===== src/seq_defs.svh =====
`ifndef SEQ_DEFS_SVH
`define SEQ_DEFS_SVH

// ----------------------------------------
// register byte offsets
// ----------------------------------------
`define OFS_REMOTE_BITS 8'h00
`define OFS_POS_LOW 8'h04
`define OFS_POS_HIGH 8'h08
`define OFS_SPEED 8'h0C
`define OFS_PARAMS 8'h10
`define OFS_TABLE_SEL 8'h14
`define OFS_STATUS 8'h18
`define OFS_TARGET 8'h1C
`define OFS_CUR_POS 8'h20
`define OFS_REMAINING 8'h24
`define OFS_TBL_ADDR 8'h28
`define OFS_TBL_DATA 8'h2C

// ----------------------------------------
// field positions and codes
// ----------------------------------------
`define REMOTE_BITS_W 6
`define TBL_FIELD_LSB 0
`define TBL_INDEX_LSB 4
`define DIGIT_ABSOLUTE 4'h0
`define DIGIT_REG_SOURCE 4'h2
`define STATIONS_FOR_REG 4'h2
`define AUX_CHAIN 2'h1
`define POS_LIMIT 32'sd999999

// ----------------------------------------
// reset values
// ----------------------------------------
`define RST_PARAMS 12'h100
`define RST_WORD 16'h0000

// ----------------------------------------
// timing
// ----------------------------------------
`define CLK_PERIOD_NS 40
`define NS_PER_MS 1000000
`define CYCLES_PER_MS (`NS_PER_MS / `CLK_PERIOD_NS)

`endif


===== src/seq_pkg.sv =====
package seq_pkg;

  // ----------------------------------------
  // remote bit image and parameters
  // ----------------------------------------
  typedef struct packed {
    logic abs_inc_select_bit;
    logic position_speed_source_bit;
    logic pause_resume_bit;
    logic auto_manual_select_bit;
    logic reverse_start_bit;
    logic forward_start_bit;
  } remote_bits_t;

  typedef struct packed {
    logic [3:0] stations;
    logic [3:0] position_source_param;
    logic [3:0] command_system_param;
  } params_t;

  typedef struct packed {
    logic signed [31:0] position;
    logic [15:0] speed;
    logic [15:0] accel_ms;
    logic [15:0] decel_ms;
    logic [15:0] dwell_ms;
    logic [1:0] aux;
  } table_entry_t;

  typedef enum logic [2:0] {
    FLD_POSITION = 3'h0,
    FLD_SPEED = 3'h1,
    FLD_ACCEL = 3'h2,
    FLD_DECEL = 3'h3,
    FLD_DWELL = 3'h4,
    FLD_AUX = 3'h5
  } table_field_t;

  typedef enum logic [2:0] {
    ST_IDLE = 3'b000,
    ST_CHAIN = 3'b001,
    ST_LOAD = 3'b010,
    ST_RUN = 3'b011,
    ST_SWITCH = 3'b100,
    ST_STOPPING = 3'b101,
    ST_PAUSED = 3'b110
  } seq_state_t;

endpackage


===== src/point_table_ram.sv =====
`timescale 1ns/1ns
module point_table_ram #(
  parameter int DEPTH = 8
) (
  input wire logic clk,
  input wire logic reset,
  input wire logic wr_en,
  input wire logic [$clog2(DEPTH)-1:0] wr_index,
  input wire seq_pkg::table_field_t wr_field,
  input wire logic [31:0] wr_data,
  input wire logic [$clog2(DEPTH)-1:0] rd_index,
  output seq_pkg::table_entry_t rd_entry
);
  // ----------------------------------------
  // table storage
  // ----------------------------------------
  seq_pkg::table_entry_t mem_reg [DEPTH];

  initial begin
    if (DEPTH < 2 || DEPTH > 256) $error("point table depth out of range");
  end

  // field-wise writes so software can patch one value without a read-modify-write
  always_ff @(posedge clk or posedge reset) begin
    if (reset) begin
      for (int i = 0; i < DEPTH; i++) mem_reg[i] <= '0;
    end else if (wr_en) begin
      case (wr_field)
        seq_pkg::FLD_POSITION: mem_reg[wr_index].position <= wr_data;
        seq_pkg::FLD_SPEED: mem_reg[wr_index].speed <= wr_data[15:0];
        seq_pkg::FLD_ACCEL: mem_reg[wr_index].accel_ms <= wr_data[15:0];
        seq_pkg::FLD_DECEL: mem_reg[wr_index].decel_ms <= wr_data[15:0];
        seq_pkg::FLD_DWELL: mem_reg[wr_index].dwell_ms <= wr_data[15:0];
        seq_pkg::FLD_AUX: mem_reg[wr_index].aux <= wr_data[1:0];
        default: ;
      endcase
    end
  end

  assign rd_entry = mem_reg[rd_index];
endmodule


===== src/motion_stepper.sv =====
`timescale 1ns/1ns
module motion_stepper (
  input wire logic clk,
  input wire logic reset,
  input wire logic load,
  input wire logic signed [31:0] distance,
  input wire logic clear,
  input wire logic hold,
  input wire logic [15:0] speed,
  output logic signed [31:0] position_reg,
  output logic signed [31:0] remaining_reg,
  output logic [15:0] step_mag
);
  // ----------------------------------------
  // step toward zero remaining, never past it
  // ----------------------------------------
  wire logic negative = remaining_reg[31];
  wire logic [31:0] rem_mag = negative ? 32'(-remaining_reg) : remaining_reg;
  wire logic limited = rem_mag < {16'h0000, speed};
  wire logic [31:0] step32 = hold ? 32'h0000_0000 : (limited ? rem_mag : {16'h0000, speed});
  wire logic signed [31:0] delta = negative ? 32'(-step32) : step32;

  assign step_mag = step32[15:0];

  always_ff @(posedge clk or posedge reset) begin
    if (reset) begin
      position_reg <= 32'sh0000_0000;
      remaining_reg <= 32'sh0000_0000;
    end else begin
      position_reg <= position_reg + delta;
      if (clear) remaining_reg <= 32'sh0000_0000;
      else if (load) remaining_reg <= distance;
      else remaining_reg <= remaining_reg - delta;
    end
  end
endmodule


===== src/point_table_positioning_sequencer.sv =====
// The register addresses and the address-and-strobe port were chosen for this implementation.
`timescale 1ns/1ns
`include "seq_defs.svh"
module point_table_positioning_sequencer #(
  parameter int DEPTH = 8,
  parameter int CYCLES_PER_MS = `CYCLES_PER_MS
) (
  input wire logic clk,
  input wire logic reset,
  input wire logic [7:0] addr,
  input wire logic [31:0] wdata,
  input wire logic wr,
  input wire logic rd,
  input wire logic home_active,
  input wire logic jog_active,
  output logic [31:0] rdata,
  output logic signed [31:0] position_cmd,
  output logic [15:0] speed_cmd,
  output logic [15:0] accel_ms,
  output logic [15:0] decel_ms,
  output logic in_motion,
  output logic paused,
  output logic move_done,
  output logic target_error
);
  localparam int IW = $clog2(DEPTH);

  initial begin
    if (CYCLES_PER_MS < 1) $error("cycles per ms must be at least one");
  end

  // ----------------------------------------
  // pin inputs from outside the clock domain
  // ----------------------------------------
  logic [1:0] home_sync_reg;
  logic [1:0] jog_sync_reg;

  always_ff @(posedge clk or posedge reset) begin
    if (reset) begin
      home_sync_reg <= 2'h0;
      jog_sync_reg <= 2'h0;
    end else begin
      home_sync_reg <= {home_sync_reg[0], home_active};
      jog_sync_reg <= {jog_sync_reg[0], jog_active};
    end
  end

  wire logic manual_motion = home_sync_reg[1] | jog_sync_reg[1];

  // ----------------------------------------
  // software registers
  // ----------------------------------------
  seq_pkg::remote_bits_t bits_reg;
  seq_pkg::remote_bits_t bits_prev_reg;
  seq_pkg::params_t params_reg;
  logic [15:0] pos_low_reg;
  logic [15:0] pos_high_reg;
  logic [15:0] speed_word_reg;
  logic [IW-1:0] table_sel_reg;
  logic [31:0] tbl_addr_reg;

  wire logic wr_bits = wr && addr == `OFS_REMOTE_BITS;
  wire logic wr_tbl = wr && addr == `OFS_TBL_DATA;

  always_ff @(posedge clk or posedge reset) begin
    if (reset) begin
      bits_reg <= '0;
      params_reg <= `RST_PARAMS;
      pos_low_reg <= `RST_WORD;
      pos_high_reg <= `RST_WORD;
      speed_word_reg <= `RST_WORD;
      table_sel_reg <= '0;
      tbl_addr_reg <= 32'h0000_0000;
    end else if (wr) begin
      case (addr)
        `OFS_REMOTE_BITS: bits_reg <= wdata[`REMOTE_BITS_W-1:0];
        `OFS_POS_LOW: pos_low_reg <= wdata[15:0];
        `OFS_POS_HIGH: pos_high_reg <= wdata[15:0];
        `OFS_SPEED: speed_word_reg <= wdata[15:0];
        `OFS_PARAMS: params_reg <= wdata[11:0];
        `OFS_TABLE_SEL: table_sel_reg <= wdata[IW-1:0];
        `OFS_TBL_ADDR: tbl_addr_reg <= wdata;
        default: ;
      endcase
    end
  end

  always_ff @(posedge clk or posedge reset) begin
    if (reset) bits_prev_reg <= '0;
    else bits_prev_reg <= bits_reg;
  end

  // ----------------------------------------
  // mode decode
  // ----------------------------------------
  wire logic fwd_edge = bits_reg.forward_start_bit & ~bits_prev_reg.forward_start_bit;
  wire logic rev_edge = bits_reg.reverse_start_bit & ~bits_prev_reg.reverse_start_bit;
  wire logic pause_edge = bits_reg.pause_resume_bit & ~bits_prev_reg.pause_resume_bit;
  wire logic auto_mode = bits_reg.auto_manual_select_bit;
  wire logic abs_system = params_reg.command_system_param == `DIGIT_ABSOLUTE;
  wire logic reg_mode = auto_mode && bits_reg.position_speed_source_bit
    && params_reg.position_source_param == `DIGIT_REG_SOURCE
    && params_reg.stations == `STATIONS_FOR_REG;
  wire logic signed [31:0] reg_position = {pos_high_reg, pos_low_reg};
  wire logic reg_in_range = reg_position <= `POS_LIMIT && reg_position >= -`POS_LIMIT;
  // reverse start has no meaning for an absolute target, so only forward starts one
  wire logic start_ok = auto_mode && (fwd_edge || (rev_edge && !(reg_mode && abs_system)));

  // ----------------------------------------
  // sequencer state
  // ----------------------------------------
  seq_pkg::seq_state_t state_reg;
  seq_pkg::seq_state_t state_next;
  seq_pkg::table_entry_t entry;
  logic [IW-1:0] idx_reg;
  logic signed [31:0] sum_reg;
  logic signed [31:0] seg_left_reg;
  logic signed [31:0] target_reg;
  logic reverse_reg;
  logic incremental_reg;
  logic chain_more_reg;
  logic [31:0] stop_cnt_reg;
  logic stepper_load;
  logic signed [31:0] stepper_dist;
  logic signed [31:0] stepper_pos;
  logic signed [31:0] stepper_rem;
  logic [15:0] step_mag;

  wire logic last_idx = idx_reg == IW'(DEPTH - 1);
  wire logic chained = entry.aux == `AUX_CHAIN && !last_idx;
  wire logic signed [31:0] sum_total = sum_reg + entry.position;
  wire logic [31:0] stop_limit = 32'(decel_ms) * 32'(CYCLES_PER_MS);
  wire logic stop_done = stop_cnt_reg >= stop_limit;
  wire logic moving = stepper_rem != 32'sh0000_0000;
  wire logic pause_ok = pause_edge && auto_mode && !manual_motion;
  // absolute only when the command system is absolute and the select bit does not ask for incremental
  wire logic use_abs = abs_system && !bits_reg.abs_inc_select_bit;
  wire logic signed [31:0] reg_dist = use_abs ? reg_position - stepper_pos
    : (bits_reg.reverse_start_bit && !abs_system ? -reg_position : reg_position);
  wire logic reg_start = start_ok && reg_mode && (reg_in_range || !abs_system)
    && state_reg == seq_pkg::ST_IDLE;
  wire logic table_start = start_ok && !reg_mode && state_reg == seq_pkg::ST_IDLE;
  wire logic hold = state_reg == seq_pkg::ST_PAUSED;
  wire logic clear_rem = state_reg == seq_pkg::ST_PAUSED && !auto_mode;
  // during the stop ramp the motor runs on at half speed before standing still
  wire logic [15:0] run_speed = state_reg == seq_pkg::ST_STOPPING ? speed_cmd >> 1 : speed_cmd;

  assign stepper_load = reg_start || state_reg == seq_pkg::ST_LOAD;
  assign stepper_dist = state_reg == seq_pkg::ST_LOAD ? (reverse_reg ? -sum_reg : sum_reg)
    : reg_dist;

  // ----------------------------------------
  // next state
  // ----------------------------------------
  always_comb begin
    state_next = state_reg;
    case (state_reg)
      seq_pkg::ST_IDLE: begin
        if (reg_start) state_next = seq_pkg::ST_RUN;
        else if (table_start) state_next = seq_pkg::ST_CHAIN;
      end
      seq_pkg::ST_CHAIN: begin
        if (!chained) state_next = seq_pkg::ST_LOAD;
      end
      seq_pkg::ST_LOAD: state_next = seq_pkg::ST_RUN;
      seq_pkg::ST_RUN: begin
        if (!moving) state_next = seq_pkg::ST_IDLE;
        else if (pause_ok) state_next = seq_pkg::ST_STOPPING;
        else if (seg_left_reg <= 32'sh0000_0000 && chain_more_reg) state_next = seq_pkg::ST_SWITCH;
      end
      seq_pkg::ST_SWITCH: state_next = seq_pkg::ST_RUN;
      seq_pkg::ST_STOPPING: begin
        if (!moving) state_next = seq_pkg::ST_IDLE;
        else if (stop_done) state_next = seq_pkg::ST_PAUSED;
      end
      seq_pkg::ST_PAUSED: begin
        // start bits are not looked at here, only pause, mode and the home and jog inputs
        if (!auto_mode) state_next = seq_pkg::ST_IDLE;
        else if (pause_ok) state_next = seq_pkg::ST_RUN;
      end
      default: state_next = seq_pkg::ST_IDLE;
    endcase
  end

  always_ff @(posedge clk or posedge reset) begin
    if (reset) state_reg <= seq_pkg::ST_IDLE;
    else state_reg <= state_next;
  end

  // ----------------------------------------
  // chain walk and segment tracking
  // ----------------------------------------
  always_ff @(posedge clk or posedge reset) begin
    if (reset) begin
      idx_reg <= '0;
      sum_reg <= 32'sh0000_0000;
      seg_left_reg <= 32'sh0000_0000;
      reverse_reg <= 1'b0;
      chain_more_reg <= 1'b0;
    end else begin
      case (state_reg)
        seq_pkg::ST_IDLE: begin
          idx_reg <= table_sel_reg;
          sum_reg <= 32'sh0000_0000;
          reverse_reg <= !bits_reg.forward_start_bit;
          chain_more_reg <= 1'b0;
        end
        seq_pkg::ST_CHAIN: begin
          sum_reg <= sum_total;
          if (chained) idx_reg <= idx_reg + 1'b1;
          else idx_reg <= table_sel_reg;
        end
        seq_pkg::ST_LOAD: begin
          seg_left_reg <= entry.position;
          chain_more_reg <= chained;
        end
        seq_pkg::ST_RUN: begin
          seg_left_reg <= seg_left_reg - $signed({16'h0000, step_mag});
          if (seg_left_reg <= 32'sh0000_0000 && chain_more_reg) idx_reg <= idx_reg + 1'b1;
        end
        seq_pkg::ST_SWITCH: begin
          seg_left_reg <= seg_left_reg + entry.position;
          chain_more_reg <= chained;
        end
        default: ;
      endcase
    end
  end

  // ----------------------------------------
  // move parameters sampled at start, speed also at each segment switch
  // ----------------------------------------
  always_ff @(posedge clk or posedge reset) begin
    if (reset) begin
      incremental_reg <= 1'b0;
      target_reg <= 32'sh0000_0000;
      speed_cmd <= `RST_WORD;
      accel_ms <= `RST_WORD;
      decel_ms <= `RST_WORD;
    end else if (reg_start && state_reg == seq_pkg::ST_IDLE) begin
      incremental_reg <= !use_abs;
      target_reg <= stepper_pos + reg_dist;
      speed_cmd <= speed_word_reg;
      accel_ms <= entry.accel_ms;
      decel_ms <= entry.decel_ms;
    end else if (state_reg == seq_pkg::ST_LOAD) begin
      incremental_reg <= 1'b1;
      target_reg <= stepper_pos + stepper_dist;
      speed_cmd <= entry.speed;
      accel_ms <= entry.accel_ms;
      decel_ms <= entry.decel_ms;
    end else if (state_reg == seq_pkg::ST_SWITCH) begin
      speed_cmd <= entry.speed;
    end
  end

  // ----------------------------------------
  // stop timer and status flags
  // ----------------------------------------
  always_ff @(posedge clk or posedge reset) begin
    if (reset) stop_cnt_reg <= 32'h0000_0000;
    else if (state_reg == seq_pkg::ST_STOPPING) stop_cnt_reg <= stop_cnt_reg + 32'h0000_0001;
    else stop_cnt_reg <= 32'h0000_0000;
  end

  always_ff @(posedge clk or posedge reset) begin
    if (reset) begin
      in_motion <= 1'b0;
      paused <= 1'b0;
      move_done <= 1'b0;
      target_error <= 1'b0;
      position_cmd <= 32'sh0000_0000;
    end else begin
      in_motion <= state_next == seq_pkg::ST_RUN || state_next == seq_pkg::ST_STOPPING
        || state_next == seq_pkg::ST_SWITCH;
      paused <= state_next == seq_pkg::ST_PAUSED;
      move_done <= state_next == seq_pkg::ST_IDLE && (state_reg == seq_pkg::ST_RUN
        || state_reg == seq_pkg::ST_STOPPING);
      // sticky until the next accepted start
      if (start_ok && reg_mode && abs_system && !reg_in_range && state_reg == seq_pkg::ST_IDLE)
        target_error <= 1'b1;
      else if (reg_start || table_start) target_error <= 1'b0;
      position_cmd <= stepper_pos;
    end
  end

  // ----------------------------------------
  // submodules
  // ----------------------------------------
  wire logic [IW-1:0] rd_index = state_reg == seq_pkg::ST_IDLE ? (reg_mode ? '0 : table_sel_reg)
    : idx_reg;

  point_table_ram #(
    .DEPTH(DEPTH)
  ) u_table (
    .clk(clk),
    .reset(reset),
    .wr_en(wr_tbl),
    .wr_index(tbl_addr_reg[`TBL_INDEX_LSB +: IW]),
    .wr_field(seq_pkg::table_field_t'(tbl_addr_reg[`TBL_FIELD_LSB +: 3])),
    .wr_data(wdata),
    .rd_index(rd_index),
    .rd_entry(entry)
  );

  motion_stepper u_stepper (
    .clk(clk),
    .reset(reset),
    .load(stepper_load),
    .distance(stepper_dist),
    .clear(clear_rem),
    .hold(hold),
    .speed(run_speed),
    .position_reg(stepper_pos),
    .remaining_reg(stepper_rem),
    .step_mag(step_mag)
  );

  // ----------------------------------------
  // read path
  // ----------------------------------------
  wire logic [31:0] status_word = {22'h000000, target_error, incremental_reg, paused,
    in_motion, reg_mode, state_reg, reverse_reg, wr_bits};
  logic [31:0] rd_mux;

  always_comb begin
    case (addr)
      `OFS_REMOTE_BITS: rd_mux = {26'h0000000, bits_reg};
      `OFS_POS_LOW: rd_mux = {16'h0000, pos_low_reg};
      `OFS_POS_HIGH: rd_mux = {16'h0000, pos_high_reg};
      `OFS_SPEED: rd_mux = {16'h0000, speed_word_reg};
      `OFS_PARAMS: rd_mux = {20'h00000, params_reg};
      `OFS_TABLE_SEL: rd_mux = 32'(table_sel_reg);
      `OFS_STATUS: rd_mux = {status_word[31:1], 1'b0};
      `OFS_TARGET: rd_mux = target_reg;
      `OFS_CUR_POS: rd_mux = stepper_pos;
      `OFS_REMAINING: rd_mux = stepper_rem;
      `OFS_TBL_ADDR: rd_mux = tbl_addr_reg;
      default: rd_mux = 32'h0000_0000;
    endcase
  end

  always_ff @(posedge clk or posedge reset) begin
    if (reset) rdata <= 32'h0000_0000;
    else if (rd) rdata <= rd_mux;
    else rdata <= 32'h0000_0000;
  end
endmodule


===== config.mk =====
export PLATFORM = sky130hd
export DESIGN_NAME = point_table_positioning_sequencer
export DESIGN_NICKNAME = d
export VERILOG_FILES = /design/src/seq_pkg.sv /design/src/point_table_ram.sv /design/src/motion_stepper.sv /design/src/point_table_positioning_sequencer.sv
export VERILOG_INCLUDE_DIRS = /design/src /design/src/src
export SDC_FILE = /design/constraint.sdc
export NUM_CORES = 2
export LEC_CHECK = 0
export BUFFER_PORTS_ARGS = -buffer_cell sky130_fd_sc_hd__buf_2
export CAP_MARGIN = 30
export CORE_MARGIN = 10
export CORE_UTILIZATION = 40
export CTS_CLUSTER_SIZE = 10
export DETAILED_ROUTE_END_ITERATION = 10
export SYNTH_ARGS = -nofsm -noshare
export SYNTH_HDL_FRONTEND = slang
export SYNTH_SLANG_ARGS = --single-unit

===== constraint.sdc =====
create_clock -name clk -period 68.3 [get_ports clk]
set_input_delay 13.66 -clock clk [delete_from_list [all_inputs] [get_ports clk]]
set_output_delay 13.66 -clock clk [all_outputs]
set_load 0.05 [all_outputs]

==> flow_summary.toml <==
[placement]
dp_hpwl_um = 145000
portBuffers = 161
gp_congestion = 0.955

[yosys]
synthFlopType = "dfrtp_1"
yosys_warnings = 0
syn_area_per_cell_um2 = 9.40
ys_async_sr_fraction_pct = 100
ys_seq_area_share_pct = 42.1
yosysTopAreaCell = "dfrtp_1"
syn-num-nets = 7266
syn_area_um2 = 64200
synth_cells = 6828
ys_top_cells_by_area = "dfrtp_1 (42%), mux2_2 (11%), nand2_1 (7.3%)"
yosysUniqueCellTypes = 89
synth_seq_cells = 1081
yosysTopAreaCellShare_pct = 42.1
synth_edf_count = 0

[worst_hold_path]
holdCritPathClass = "flip-flop to flip-flop"
holdCritStartpoint = "home_sync_reg[0]"
min_path_cells = 0

[clocking]
cts_tree = "built"
cts_buffers = 133
clock_sinks = 1081
ctsHoldBuffers = 0
htree_num_levels = 4
clock-root-buffer = "clkbuf_16"
clkSlewWorstSetupHoldPaths_ns = 0.06
clockBufferDepth = 3
cts_resized = 0
cts_setup_buffers = 0
clkLatencyLatePin_ns = 0.80

[critical_path]
crit_slowest_cell = "nor2_1"
required_ns = 68.98
critPathLaunchType = "input port"
slowest_delay_ns = 0.77
crit_type = "input port to flip-flop"
crit_fanout = 16
crit_path_end_kind = "flip-flop"
crit_path_start = "addr[4]"
cp_common_cell = "nor2_1"
cp_cell_sequence = "buf_2, nor4b_1, nand3_1, nor2_1, nand2_1, nor2_1, buf_4, mux2_2"
arrival_ns = 16.93
r2r-start = "state_reg[1]"
r2r.worst_path.cells = 29

[final_layout]
area_growth_pct = 10.9
seq_area_um2 = 27100
multi_input_area_um2 = 34900
nets = 7252
drive_above_1_share_pct = 16.3
filler_cell_count = 15200

[power_and_ir_drop]
power_w = 0.00361
ir_drop_mv = 0.0485
powerDensity_nw_per_um2 = 50.7
p_leak_nw = 33.7

[sta]
hold_viol = 0
fin_setup_tns_ns = 0
tightest_slew_ns = 1.09
min_period_over_period_pct = 23.8
setup_viol = 0
rsz0062_at_grt = "no"
final.min_clock_period_ns = 16.25
slew_headroom_pct = 27.2
timing.fmax_mhz = 61.5
drv_slew = 0
skew_ns = 0.0500

[route]
first_pass_iters = 7
ant_nets = 0
vias = 52800
wl_met3_um = 15700
top_layer_used = "met5"
drt_iter0_markers = 5417
drt-total-wl_um = 210000
viasPerCell = 5.91
met1Wirelength_um = 91500
drc = 0
wl_met2_um = 94300
wire_per_inst_um = 23.4

[grt]
grt_pass1_vias = 51100
grt_pass1_wl_um = 318000
overflow = 0
grt_max_degree = 165
antenna_found_initial = 15
grt_usage_pct = 23.2

[floorplanning]
core.rowCount = 146
die_area_um2 = 177000
die_h_um = 421
start_util_pct = 40.4
die_w_um = 421
io_pins = 162
coreArea_um2 = 159000

[outcome]
status = "finished, final reports clean"

[job]
maxCapViolations = 0
## placed cells by master, fill, tap and decap left out, types with 29 or more instances in the layout
cell	synthesis	final
o21a_1	38	38
o211ai_1	35	35
nor3_1	84	81
nand3_1	335	334
mux2_2	606	606
a211oi_1	53	52
nand2b_1	57	57
and3_1	90	90
o31ai_1	37	37
inv_1	239	238
a222oi_1	36	36
a21oi_1	289	289
fa_1	42	42
a21o_1	83	83
o21ai_0	445	445
or3_1	36	36
mux2i_1	32	32
nand4_1	43	43
a22oi_1	51	51
xor2_1	152	152
clkbuf_16	0	133
buf_2	6	163
ha_1	350	350
buf_4	0	79
nand2_1	1251	1243
xnor2_1	162	162
a31oi_1	98	95
nor2_1	258	250
and2_1	29	29
dfrtp_1	1080	1079
a311oi_1	56	56
## kinds of logic after synthesis
family                     synth area share, %
muxes                                     11.1
AOI/OAI and AO/OA                         14.3
DFF                                       42.1
buffers and inverters                     3.80
and+or+nand+nor                           16.2
xor gates and xnor gates                  4.28
adders and majority gates                 8.13
## path summary, 6_finish.rpt
kind	to	slack (ns)
min reg2reg	home_sync_reg[1]	0.34
max in group asynchronous	async pin	52.22
min	home_sync_reg[1]	0.34
max reg2reg	seg_left_reg[31]	57.97
max	flip-flop	52.05
min in group asynchronous	stop_cnt_reg[5]	12.76
## metrics by stage
stage / utilization [%] / hold WS (ns) / cell area (um2) / worst slack, ns / cells
after floorplan: - / 0.331 / 64200 / 24.21 / 6828
after global placement: 42.1 / 0.338 / 66900 / 51.05 / 8737
after detailed placement: 42.1 / 0.335 / 67000 / 50.98 / 8744
after CTS: 44.7 / 0.338 / 71100 / 51.82 / 8930
after global routing: 44.8 / 0.339 / 71200 / 51.74 / 8937
final: 44.8 / 0.339 / 71200 / 52.05 / 8939
## synth_stat cells (14+ instances only)
| cell | n |
|---|---|
| nand2_1 | 1251 |
| dfrtp_1 | 1080 |
| mux2_2 | 606 |
| o21ai_0 | 445 |
| ha_1 | 350 |
| clkbuf_1 | 343 |
| nand3_1 | 335 |
| a21oi_1 | 289 |
| nor2_1 | 258 |
| inv_1 | 239 |
| xnor2_1 | 162 |
| xor2_1 | 152 |
| a31oi_1 | 98 |
| and3_1 | 90 |
| nor3_1 | 84 |
| a21o_1 | 83 |
| nand2b_1 | 57 |
| a311oi_1 | 56 |
| buf_1 | 54 |
| a211oi_1 | 53 |
| a22oi_1 | 51 |
| nand4_1 | 43 |
| fa_1 | 42 |
| o21a_1 | 38 |
| o31ai_1 | 37 |
| a222oi_1 | 36 |
| or3_1 | 36 |
| o211ai_1 | 35 |
| mux2i_1 | 32 |
| and2_1 | 29 |
| nor4_1 | 26 |
| a221oi_1 | 25 |
| a22o_1 | 25 |
| nor2b_1 | 24 |
| o21bai_1 | 21 |
| or2_2 | 20 |
| or4_1 | 19 |
| nand3b_1 | 14 |
## final cells by class
| class | count | share of cell area [%] |
|---|---|---|
| Multi-Input combinational cell | 5101 | 49.0 |
| Sequential cell | 1081 | 38.0 |
| Clock buffer | 158 | 4.90 |
| Tap cell | 2072 | 3.64 |
| Timing Repair Buffer | 255 | 2.33 |
| Inverter | 242 | 1.29 |
| Clock inverter | 28 | 0.810 |
| Antenna cell | 2 | 0.00703 |
## critical path: cells and delay by family
family | cells | cell delay, ns
buffers and inverters | 2 | 0.57
AND/OR/NAND/NOR | 5 | 2.33
multiplexers | 1 | 0.36
## power by group
group | internal, W | switching (W) | leakage (nW) | total [W]
Combinational | 0.000769 | 0.00134 | 17.1 | 0.00210
Sequential | 0.000719 | 0.000117 | 14.7 | 0.000836
Clock | 0.000384 | 0.000290 | 1.96 | 0.000674
Total | 0.00187 | 0.00174 | 33.7 | 0.00361
## per-layer routing
metal	track usage, %	vias up
met5	0	-
met2	36.5	1956
met1	31.6	26300
met3	4.27	400
li1	-	24100
met4	8.59	20
Note: power is estimated with default switching activity, not from simulation.
